--- config.mk ---
export PLATFORM = sky130hd
export DESIGN_NAME = rtcnv_slave
export DESIGN_NICKNAME = d
export VERILOG_FILES = /design/src/common/rtcnv_pkg.sv /design/src/rtl/rtcnv_slave.sv /design/src/rtl/rtcnv_sync.sv /design/src/rtl/rtcnv_nvwr.sv
export SDC_FILE = /design/constraint.sdc
export NUM_CORES = 1
export LEC_CHECK = 0
export BUFFER_PORTS_ARGS = -buffer_cell sky130_fd_sc_hd__buf_2
export CAP_MARGIN = 20
export CORE_UTILIZATION = 40
export CTS_CLUSTER_SIZE = 16
export DETAILED_ROUTE_END_ITERATION = 6
export HOLD_SLACK_MARGIN = 0.1
export PLACE_DENSITY = 0.56
export SETUP_SLACK_MARGIN = 0.05
export SLEW_MARGIN = 10
export SYNTH_ARGS = -nofsm -noshare
export SYNTH_HDL_FRONTEND = slang
export SYNTH_SLANG_ARGS = --single-unit
--- constraint.sdc ---
create_clock -name clk_sys_i -period 4.6 [get_ports clk_sys_i]
set_input_delay 0.92 -clock clk_sys_i [delete_from_list [all_inputs] [get_ports clk_sys_i]]
set_output_delay 0.92 -clock clk_sys_i [all_outputs]
set_load 0.005 [all_outputs]
--- src/common/rtcnv_pkg.sv ---
// shared constants for the two-wire nonvolatile memory access slave
// assumes one 125 MHz system clock and an open-drain data pin resolved outside
//
// What this block does
// address byte: 1010 array, 1101 registers, 111
// no acknowledge for a non-matching address byte
// master sends two word address bytes
// acknowledge both address bytes and data byte
// master unlocks registers with 02h then 06h
// stop after write starts cycle; stay silent
// protected write acknowledged, no write cycle
// single byte never writes weekday alarm registers
// page of 16 array or 8 register bytes
// master writes clock registers as full page
// write address increments, wraps within page
// extra bytes overwrite earlier page bytes
// early stop aborts without writing anything
// write cycle about 5 ms, busy throughout
// poll with array address byte; ack when done
// address counter holds last read plus one
// read address byte acked, counter byte sent
// master ends read with no acknowledge, stop
// dummy write then repeated start reads there
// stop after word address sets the counter
// each master acknowledge sends the next byte
// read counter crosses pages, wraps at end
// busy flag gates address recognition
// write cycle length is a cycle count parameter

package rtcnv_pkg;

  // ----------------------------------------------------------------
  // address byte layout
  // ----------------------------------------------------------------
  localparam logic [3:0]  ID_ARRAY      = 4'ha;
  localparam logic [3:0]  ID_CCR        = 4'hd;
  localparam logic [2:0]  SEL_BITS      = 3'h7;
  localparam int          ID_LSB        = 4;
  localparam int          SEL_LSB       = 1;
  localparam int          DIR_BIT       = 0;

  // ----------------------------------------------------------------
  // address spaces and pages
  // ----------------------------------------------------------------
  localparam logic [15:0] ADDR_RESET    = 16'h0000;
  localparam logic [15:0] ARRAY_LAST    = 16'h01ff;
  localparam logic [15:0] CCR_LAST      = 16'h003f;
  localparam logic [15:0] ARRAY_MASK    = 16'h000f;
  localparam logic [15:0] CCR_MASK      = 16'h0007;
  localparam logic [15:0] ALARM_BASE    = 16'h0008;
  localparam int          PAGE_MAX      = 16;

  // ----------------------------------------------------------------
  // timing
  // ----------------------------------------------------------------
  localparam int          CLK_PERIOD_NS = 8;
  localparam int          NV_WRITE_NS   = 5000000;
  localparam int          NV_WRITE_CYC  = NV_WRITE_NS / CLK_PERIOD_NS;

  typedef enum logic [2:0] {
    ST_IDLE,
    ST_DEV,
    ST_AHI,
    ST_ALO,
    ST_WDATA,
    ST_RDATA,
    ST_WAIT
  } rtcnv_state_t;

endpackage

--- src/rtl/rtcnv_slave.sv ---
// two-wire slave for nonvolatile array and clock/control register access
// assumes rd_data_i answers rd_addr_o/rd_ccr_o in the same cycle,
// and the open-drain wire is resolved from sda_oe_o outside
`timescale 1ns/1ns
`default_nettype none

module rtcnv_slave #(
  parameter int WR_CYCLES = rtcnv_pkg::NV_WRITE_CYC
) (
  input  wire logic        clk_sys_i,
  input  wire logic        reset_i,
  input  wire logic        scl_i,
  input  wire logic        sda_i,
  output logic             sda_o,
  output logic             sda_oe_o,
  input  wire logic        wr_protect_i,
  input  wire logic [7:0]  rd_data_i,
  output logic      [15:0] rd_addr_o,
  output logic             rd_ccr_o,
  output logic             nv_wr_en_o,
  output logic             nv_wr_ccr_o,
  output logic      [15:0] nv_wr_addr_o,
  output logic      [7:0]  nv_wr_data_o,
  output logic             busy_o
);

  // ----------------------------------------------------------------
  // helpers
  // ----------------------------------------------------------------
  function automatic logic [15:0] page_mask(input logic clock_control_regs);
    page_mask = clock_control_regs ? rtcnv_pkg::CCR_MASK : rtcnv_pkg::ARRAY_MASK;
  endfunction

  function automatic logic [15:0] page_next(input logic [15:0] a, input logic clock_control_regs);
    logic [15:0] m;
    m         = page_mask(clock_control_regs);
    page_next = (a & ~m) | ((a + 16'h0001) & m);
  endfunction

  function automatic logic [15:0] space_next(input logic [15:0] a, input logic clock_control_regs);
    logic [15:0] last;
    last       = clock_control_regs ? rtcnv_pkg::CCR_LAST : rtcnv_pkg::ARRAY_LAST;
    space_next = (a >= last) ? rtcnv_pkg::ADDR_RESET : a + 16'h0001;
  endfunction

  // ----------------------------------------------------------------
  // pin synchronisers and bus conditions
  // ----------------------------------------------------------------
  logic       scl_s;
  logic       sda_s;
  logic       scl_d_r;
  logic       sda_d_r;

  rtcnv_sync #(
    .W (2)
  ) u_sync (
    .clk_sys_i (clk_sys_i),
    .reset_i   (reset_i),
    .async_i   ({scl_i, sda_i}),
    .sync_o    ({scl_s, sda_s})
  );

  always_ff @(posedge clk_sys_i) begin
    if (reset_i) begin
      scl_d_r <= 1'b1;
      sda_d_r <= 1'b1;
    end else begin
      scl_d_r <= scl_s;
      sda_d_r <= sda_s;
    end
  end

  wire scl_rise  = scl_s & ~scl_d_r;
  wire scl_fall  = ~scl_s & scl_d_r;
  wire start_det = scl_s & scl_d_r & sda_d_r & ~sda_s;
  wire stop_det  = scl_s & scl_d_r & ~sda_d_r & sda_s;

  // ----------------------------------------------------------------
  // state
  // ----------------------------------------------------------------
  rtcnv_pkg::rtcnv_state_t state_r;
  logic [3:0]  bit_cnt_r;
  logic [7:0]  in_sr_r;
  logic [7:0]  out_sr_r;
  logic [7:0]  addr_hi_r;
  logic [15:0] addr_cnt_r;
  logic        tgt_ccr_r;
  logic        mack_r;
  logic [4:0]  data_cnt_r;
  logic        nv_start_r;
  logic [15:0] commit_base_r;
  logic        commit_ccr_r;
  logic [7:0]  page_buf_r [rtcnv_pkg::PAGE_MAX];
  logic [rtcnv_pkg::PAGE_MAX-1:0] valid_r;

  logic        nv_busy;
  logic        nv_step;
  logic [3:0]  nv_idx;

  // ----------------------------------------------------------------
  // decode
  // ----------------------------------------------------------------
  wire [3:0] id_w      = in_sr_r[7:rtcnv_pkg::ID_LSB];
  wire       sel_ok_w  = in_sr_r[3:rtcnv_pkg::SEL_LSB] == rtcnv_pkg::SEL_BITS;
  wire       id_arr_w  = id_w == rtcnv_pkg::ID_ARRAY;
  wire       id_ccr_w  = id_w == rtcnv_pkg::ID_CCR;
  wire       match_w   = sel_ok_w && (id_arr_w || id_ccr_w);
  wire       dir_rd_w  = in_sr_r[rtcnv_pkg::DIR_BIT];
  wire       recv_st_w = (state_r == rtcnv_pkg::ST_DEV) || (state_r == rtcnv_pkg::ST_AHI) ||
                         (state_r == rtcnv_pkg::ST_ALO) || (state_r == rtcnv_pkg::ST_WDATA);
  wire       fall8_w   = scl_fall && (bit_cnt_r == 4'h8);
  wire       fall9_w   = scl_fall && (bit_cnt_r == 4'h9);
  wire [15:0] base_w   = addr_cnt_r & ~page_mask(tgt_ccr_r);
  wire [15:0] mask_w   = page_mask(tgt_ccr_r);
  wire [3:0] buf_idx_w = addr_cnt_r[3:0] & mask_w[3:0];
  wire       buf_we_w  = !nv_busy && !start_det && !stop_det && fall8_w &&
                         (state_r == rtcnv_pkg::ST_WDATA);
  wire       buf_clr_w = !nv_busy && !start_det && !stop_det && fall8_w &&
                         (state_r == rtcnv_pkg::ST_ALO);
  // a stop lands just after the first rise of the next byte, so cnt 1 is clean
  wire       clean_w   = bit_cnt_r <= 4'h1;
  wire       alarm_w   = tgt_ccr_r && (base_w == rtcnv_pkg::ALARM_BASE) &&
                         (data_cnt_r == 5'h01);
  wire       commit_w  = stop_det && (state_r == rtcnv_pkg::ST_WDATA) && clean_w &&
                         (data_cnt_r != 5'h00) && !wr_protect_i && !alarm_w;

  // ----------------------------------------------------------------
  // transaction engine
  // ----------------------------------------------------------------
  always_ff @(posedge clk_sys_i) begin
    nv_start_r <= 1'b0;
    if (reset_i) begin
      state_r    <= rtcnv_pkg::ST_IDLE;
      bit_cnt_r  <= 4'h0;
      in_sr_r    <= 8'h00;
      out_sr_r   <= 8'h00;
      addr_hi_r  <= 8'h00;
      addr_cnt_r <= rtcnv_pkg::ADDR_RESET;
      tgt_ccr_r  <= 1'b0;
      mack_r     <= 1'b0;
      data_cnt_r <= 5'h00;
      sda_oe_o   <= 1'b0;
    end else if (nv_busy) begin
      state_r  <= rtcnv_pkg::ST_IDLE;
      sda_oe_o <= 1'b0;
    end else if (start_det) begin
      state_r    <= rtcnv_pkg::ST_DEV;
      bit_cnt_r  <= 4'h0;
      data_cnt_r <= 5'h00;
      sda_oe_o   <= 1'b0;
    end else if (stop_det) begin
      // early stop just drops back; the buffer is never committed
      state_r    <= rtcnv_pkg::ST_IDLE;
      sda_oe_o   <= 1'b0;
      nv_start_r <= commit_w;
    end else begin
      if (scl_rise && bit_cnt_r < 4'h8) begin
        bit_cnt_r <= bit_cnt_r + 4'h1;
        if (recv_st_w) begin
          in_sr_r <= {in_sr_r[6:0], sda_s};
        end
      end
      if (scl_rise && bit_cnt_r == 4'h9 && state_r == rtcnv_pkg::ST_RDATA) begin
        mack_r <= ~sda_s;
      end
      if (scl_fall && state_r == rtcnv_pkg::ST_RDATA && bit_cnt_r != 4'h0 &&
          bit_cnt_r < 4'h8) begin
        out_sr_r <= {out_sr_r[6:0], 1'b0};
        sda_oe_o <= ~out_sr_r[6];
      end
      if (fall8_w) begin
        bit_cnt_r <= 4'h9;
        case (state_r)
          rtcnv_pkg::ST_DEV: begin
            if (match_w) begin
              sda_oe_o  <= 1'b1;
              tgt_ccr_r <= id_ccr_w;
            end else begin
              state_r <= rtcnv_pkg::ST_WAIT;
            end
          end
          rtcnv_pkg::ST_AHI: begin
            addr_hi_r <= in_sr_r;
            sda_oe_o  <= 1'b1;
          end
          rtcnv_pkg::ST_ALO: begin
            addr_cnt_r <= {addr_hi_r, in_sr_r};
            sda_oe_o   <= 1'b1;
          end
          rtcnv_pkg::ST_WDATA: begin
            addr_cnt_r <= page_next(addr_cnt_r, tgt_ccr_r);
            sda_oe_o   <= 1'b1;
            if (data_cnt_r != 5'h10) begin
              data_cnt_r <= data_cnt_r + 5'h01;
            end
          end
          rtcnv_pkg::ST_RDATA: begin
            sda_oe_o <= 1'b0;
          end
          default: begin
            sda_oe_o <= 1'b0;
          end
        endcase
      end
      if (fall9_w) begin
        bit_cnt_r <= 4'h0;
        sda_oe_o  <= 1'b0;
        case (state_r)
          rtcnv_pkg::ST_DEV: begin
            if (dir_rd_w) begin
              state_r    <= rtcnv_pkg::ST_RDATA;
              out_sr_r   <= rd_data_i;
              sda_oe_o   <= ~rd_data_i[7];
              addr_cnt_r <= space_next(addr_cnt_r, tgt_ccr_r);
            end else begin
              state_r <= rtcnv_pkg::ST_AHI;
            end
          end
          rtcnv_pkg::ST_AHI: begin
            state_r <= rtcnv_pkg::ST_ALO;
          end
          rtcnv_pkg::ST_ALO: begin
            state_r <= rtcnv_pkg::ST_WDATA;
          end
          rtcnv_pkg::ST_RDATA: begin
            if (mack_r) begin
              out_sr_r   <= rd_data_i;
              sda_oe_o   <= ~rd_data_i[7];
              addr_cnt_r <= space_next(addr_cnt_r, tgt_ccr_r);
            end else begin
              state_r <= rtcnv_pkg::ST_WAIT;
            end
          end
          default: begin
            state_r <= state_r;
          end
        endcase
      end
    end
  end

  // ----------------------------------------------------------------
  // page buffer; later bytes overwrite earlier ones at wrapped slots
  // ----------------------------------------------------------------
  always_ff @(posedge clk_sys_i) begin
    if (reset_i) begin
      valid_r <= '0;
    end else if (buf_clr_w) begin
      valid_r <= '0;
    end else if (buf_we_w) begin
      valid_r[buf_idx_w]   <= 1'b1;
      page_buf_r[buf_idx_w] <= in_sr_r;
    end
  end

  always_ff @(posedge clk_sys_i) begin
    if (reset_i) begin
      commit_base_r <= 16'h0000;
      commit_ccr_r  <= 1'b0;
    end else if (commit_w && !nv_busy) begin
      commit_base_r <= base_w;
      commit_ccr_r  <= tgt_ccr_r;
    end
  end

  rtcnv_nvwr #(
    .WR_CYCLES (WR_CYCLES)
  ) u_nvwr (
    .clk_sys_i  (clk_sys_i),
    .reset_i    (reset_i),
    .start_i    (nv_start_r),
    .busy_o     (nv_busy),
    .step_o     (nv_step),
    .step_idx_o (nv_idx)
  );

  // ----------------------------------------------------------------
  // outputs, all registered
  // ----------------------------------------------------------------
  always_ff @(posedge clk_sys_i) begin
    if (reset_i) begin
      sda_o        <= 1'b0;
      rd_addr_o    <= rtcnv_pkg::ADDR_RESET;
      rd_ccr_o     <= 1'b0;
      nv_wr_en_o   <= 1'b0;
      nv_wr_ccr_o  <= 1'b0;
      nv_wr_addr_o <= 16'h0000;
      nv_wr_data_o <= 8'h00;
      busy_o       <= 1'b0;
    end else begin
      sda_o        <= 1'b0;
      rd_addr_o    <= addr_cnt_r;
      rd_ccr_o     <= tgt_ccr_r;
      nv_wr_en_o   <= nv_step && valid_r[nv_idx];
      nv_wr_ccr_o  <= commit_ccr_r;
      nv_wr_addr_o <= commit_base_r | {12'h000, nv_idx};
      nv_wr_data_o <= page_buf_r[nv_idx];
      busy_o       <= nv_busy;
    end
  end
endmodule
`default_nettype wire

--- src/rtl/rtcnv_sync.sv ---
// two flip-flop synchroniser for the bus pins
// assumes inputs are asynchronous to clk_sys_i
`timescale 1ns/1ns
`default_nettype none

module rtcnv_sync #(
  parameter int W = 2
) (
  input  wire logic         clk_sys_i,
  input  wire logic         reset_i,
  input  wire logic [W-1:0] async_i,
  output logic      [W-1:0] sync_o
);

  logic [W-1:0] meta_r;

  // idle bus is high, so reset to ones to avoid a false start
  always_ff @(posedge clk_sys_i) begin
    if (reset_i) begin
      meta_r <= '1;
      sync_o <= '1;
    end else begin
      meta_r <= async_i;
      sync_o <= meta_r;
    end
  end

endmodule
`default_nettype wire

--- src/rtl/rtcnv_nvwr.sv ---
// nonvolatile write cycle timer and page commit stepper
// assumes start_i is a one-cycle pulse from the slave logic
`timescale 1ns/1ns
`default_nettype none

module rtcnv_nvwr #(
  parameter int WR_CYCLES = rtcnv_pkg::NV_WRITE_CYC
) (
  input  wire logic       clk_sys_i,
  input  wire logic       reset_i,
  input  wire logic       start_i,
  output logic            busy_o,
  output logic            step_o,
  output logic [3:0]      step_idx_o
);

  localparam int CW = $clog2(WR_CYCLES + 1);

  // a shorter cycle could not step through a whole page of slots
  if (WR_CYCLES < rtcnv_pkg::PAGE_MAX) begin : g_cfg_chk
    $error("WR_CYCLES must cover one page of commit steps");
  end

  logic [CW-1:0] cnt_r;
  wire           last_w = (cnt_r == CW'(WR_CYCLES - 1));
  wire           step_w = busy_o && (cnt_r < CW'(rtcnv_pkg::PAGE_MAX));

  // ----------------------------------------------------------------
  // busy window, set at start, cleared after the count
  // ----------------------------------------------------------------
  always_ff @(posedge clk_sys_i) begin
    if (reset_i) begin
      busy_o     <= 1'b0;
      cnt_r      <= '0;
      step_o     <= 1'b0;
      step_idx_o <= 4'h0;
    end else begin
      step_o     <= step_w;
      step_idx_o <= cnt_r[3:0];
      if (start_i && !busy_o) begin
        busy_o <= 1'b1;
        cnt_r  <= '0;
      end else if (busy_o) begin
        cnt_r <= cnt_r + 1'b1;
        if (last_w) begin
          busy_o <= 1'b0;
        end
      end
    end
  end

endmodule
`default_nettype wire

==> results.ini <==
[outcome]
status=finished, final reports clean

[sta]
rsz0062_at_grt=false
finalHoldViolations=0
fin_tns_setup_ps=0
max_freq_mhz=326.6
relSlewSlack_pct=38.31
skew_ps=19.83
worst_pin_slew_ps=925.3
final.min_clock_period_ps=3062
finalCritPeriodShare_pct=66.56
setup_viol=0
slew_viol_final=0

[clock_network]
cts_tree=yes
clockBufferDepth=3
post_cts_buffers=0
htree_num_levels=1
hold_buffers=0
insertion_delay_ps=570
cts_resized=0
path_clk_slew_ps=60
clock_sinks=289
cts_buffers=31
root_buffer=clkbuf_16

[critical_path]
worstSetupPathType=flop to flop
path_cells=or3b_1 > nor3_2 > nor3b_1 > and2_1
end_kind=flop
cp_slowest_cell=dfxtp_1
worst-r2r-cell-count=4
crit_required_ps=4800
worst_path_largest_cell_delay_ps=690
cp.depth=4
critical_path_arrival_ps=3260
crit_buf_inv=0
cp-start-kind=flop
critPathMaxFanout=17
crit_family=simple AND/OR/NAND/NOR gates

[power_and_ir_drop]
peakVddDrop_uv=260.6
p_leak_nw=4.702
p_int_mw=4.182
finalPower_mw=5.246
comb_power_share_pct=1.4
p_clk_share_pct=47.7
p_seq_share_pct=50.9
power.switching_mw=1.063
swShare_pct=20.27
power.density_nw_per_um2=390.8

[yosys]
synth_compound_area_share_pct=7.590
synth_top_family_by_area=simple AND/OR/NAND/NOR gates
synth-simple-area-share_pct=14.62
yosysUniqueCellTypes=74
synth_edf_count=128
synth_xor_area_share_pct=1.565
synthAdderAreaFrac_pct=1.597
synth-seq-cells=289
synth_ff_type=dfxtp_1
synthCells=922
syn_area_sq_um=11750
synth.area.mux_share_pct=11.74
synthArstFlopShare_pct=0
yosys_warnings=0
synth.avg_cell_area_sq_um=12.75
syn_nets=950
ys_seq_area_share_pct=60.12

[grt]
overflow=0
grt_pass1_vias=7415
antenna_found_initial=0
grtUsageTotal_pct=17.48
grt_pass1_wl_mm=41.68
grt_max_degree=63

[die]
io_pins=59
die-width_um=173.4
fp.dieH_um=173.4
num_rows=62
core-area_sq_um=28780
die_area_sq_um=30070
initial_core_util_pct=40.84

[detailed_routing]
vias_per_cell=5.370
drc=0
first_iter_violations=608
via_count=7405
route.detailed.wl_per_inst_um=18.96
drt_first_pass_iters=5
detail-route-antenna-nets=0
wirelength_mm=26.15

[place]
numPortBuffers=57
gp_congestion=0.7804
dpl_cell_area_sq_um=12360
hpwl_mm=16.44
place_inst=1319

[run]
cap_violations=0

[hold_path]
hold_class=flop to flop
worstHoldPathCells=1

[finish]
final.fill_count=2569
fin_cells=1379
area_growth_pct=14.20
final_nets=998
stdcell_area_sq_um=13420
n_antenna_cell=0
finish.utilization_pct=46.64
drive_gt1_share_pct=20.40
layout.area.seq_sq_um=7068
multi_input_area_sq_um=4369

-- cell usage in the layout, fill, tap and decap left out, types with 16 or more instances in the layout --
cell / count
a21oi_1: 28
clkbuf_16: 32
buf_2: 58
inv_1: 20
mux2i_1: 22
nand3_1: 20
nor2_1: 91
dfxtp_1: 160
a31oi_1: 20
nor2b_1: 42
edfxtp_1: 128
nor3_1: 18
nand2_1: 31
mux4_2: 45
o21ai_0: 16
-- cells in the mapped netlist, drive strengths merged, types with 3 or more instances --
cell type  count  share of area [%]
nor3          20               0.99
nor2b         42                2.2
dfxtp        161                 27
or3            3               0.16
a31oi         20                1.1
inv           20               0.64
o31ai          3               0.19
and4           4               0.30
nand2         32                1.0
and3          15               0.80
a21oi         28                1.2
mux2          12                1.2
mux2i         22                1.9
and2           7               0.37
a21o           3               0.19
xnor2         15                1.1
buf           19               0.95
o22ai         13               0.69
nor4          10               0.66
nand2b        12               0.64
nand4         11               0.59
ha            15                1.6
a211oi         8               0.51
xor2           6               0.45
clkbuf        36                1.1
nand3b         3               0.19
nor4b          5               0.50
edfxtp       128                 33
a22oi         10               0.64
nand4b         5               0.37
a221oi         3               0.22
o211ai         6               0.38
o32a           3               0.26
mux4          45                8.6
or2           11               0.59
nor3b          7               0.45
nor2          91                2.9
and3b          3               0.22
nand3         20               0.85
o21ai         17               0.72
-- through the flow --
stage                     hold slack [ps]  setup WS (ps)
after floorplan                     389.5           2005
after global placement              409.5           1358
after detailed placement            404.7           1267
after CTS                           425.4           1270
after global routing                438.4           1401
final                               418.1           1538
-- metal layers --
metal  global-route usage [%]  vias to the layer above  share of wire [%]  wire length (um)
li1                         -                     3540                  -                 -
met1                    23.77                     3633                 46             12050
met2                    28.92                      183                 47             12300
met3                    2.193                       49                4.0              1057
met4                    5.937                        0                2.9               746
met5                        0                        -                  0                 0
-- logic make-up (layout without fill, tap and decap cells) --
kind of cell / count (synthesis) / in the layout
other: 1 / 1
adder cells (fa/ha/maj): 15 / 15
AO/OA/AOI/OAI: 132 / 132
XOR/XNOR: 21 / 21
buffers and inverters: 75 / 148
flip-flops: 289 / 289
AND/OR/NAND/NOR: 310 / 310
multiplexers: 79 / 79
-- power groups by stage --
stage | Sequential, mW | Combinational [mW] | Clock [mW]
floorplan | 2.72 | 0.0515 | 0
global placement | 2.72 | 0.0742 | 0
detailed placement | 2.72 | 0.0740 | 0
CTS | 2.67 | 0.0742 | 2.56
global route | 2.67 | 0.0818 | 2.67
finish | 2.67 | 0.0735 | 2.50
-- final cells by class --
type / count / share of cell area, %
flip-flops and latches: 289 / 52.66
inverters: 20 / 0.5593
clock inverters: 12 / 0.9787
multi-input cells: 558 / 32.55
clock buffers: 46 / 6.842
repair buffers: 70 / 2.834
well taps: 384 / 3.579
-- state kept, by name, summed over array words and instances (netlist names), 13 cells and up --
register / count
page_buf_r: 128
addr_cnt_r: 16
rd_addr_o: 16
u_nvwr.cnt_r: 20
nv_wr_addr_o: 16
valid_r: 16
commit_base_r: 13
-- worst paths after layout --
kind                          from          endpoint  slack (ps)
setup reg to reg        state_r[2]  page_buf_r[0][1]        1540
hold reg to reg   u_sync.meta_r[0]  u_sync.sync_o[0]         420
hold / removal    u_sync.meta_r[0]  u_sync.sync_o[0]         420
setup / recovery        state_r[2]  page_buf_r[0][1]        1540
(Power assumes the default switching activity.)
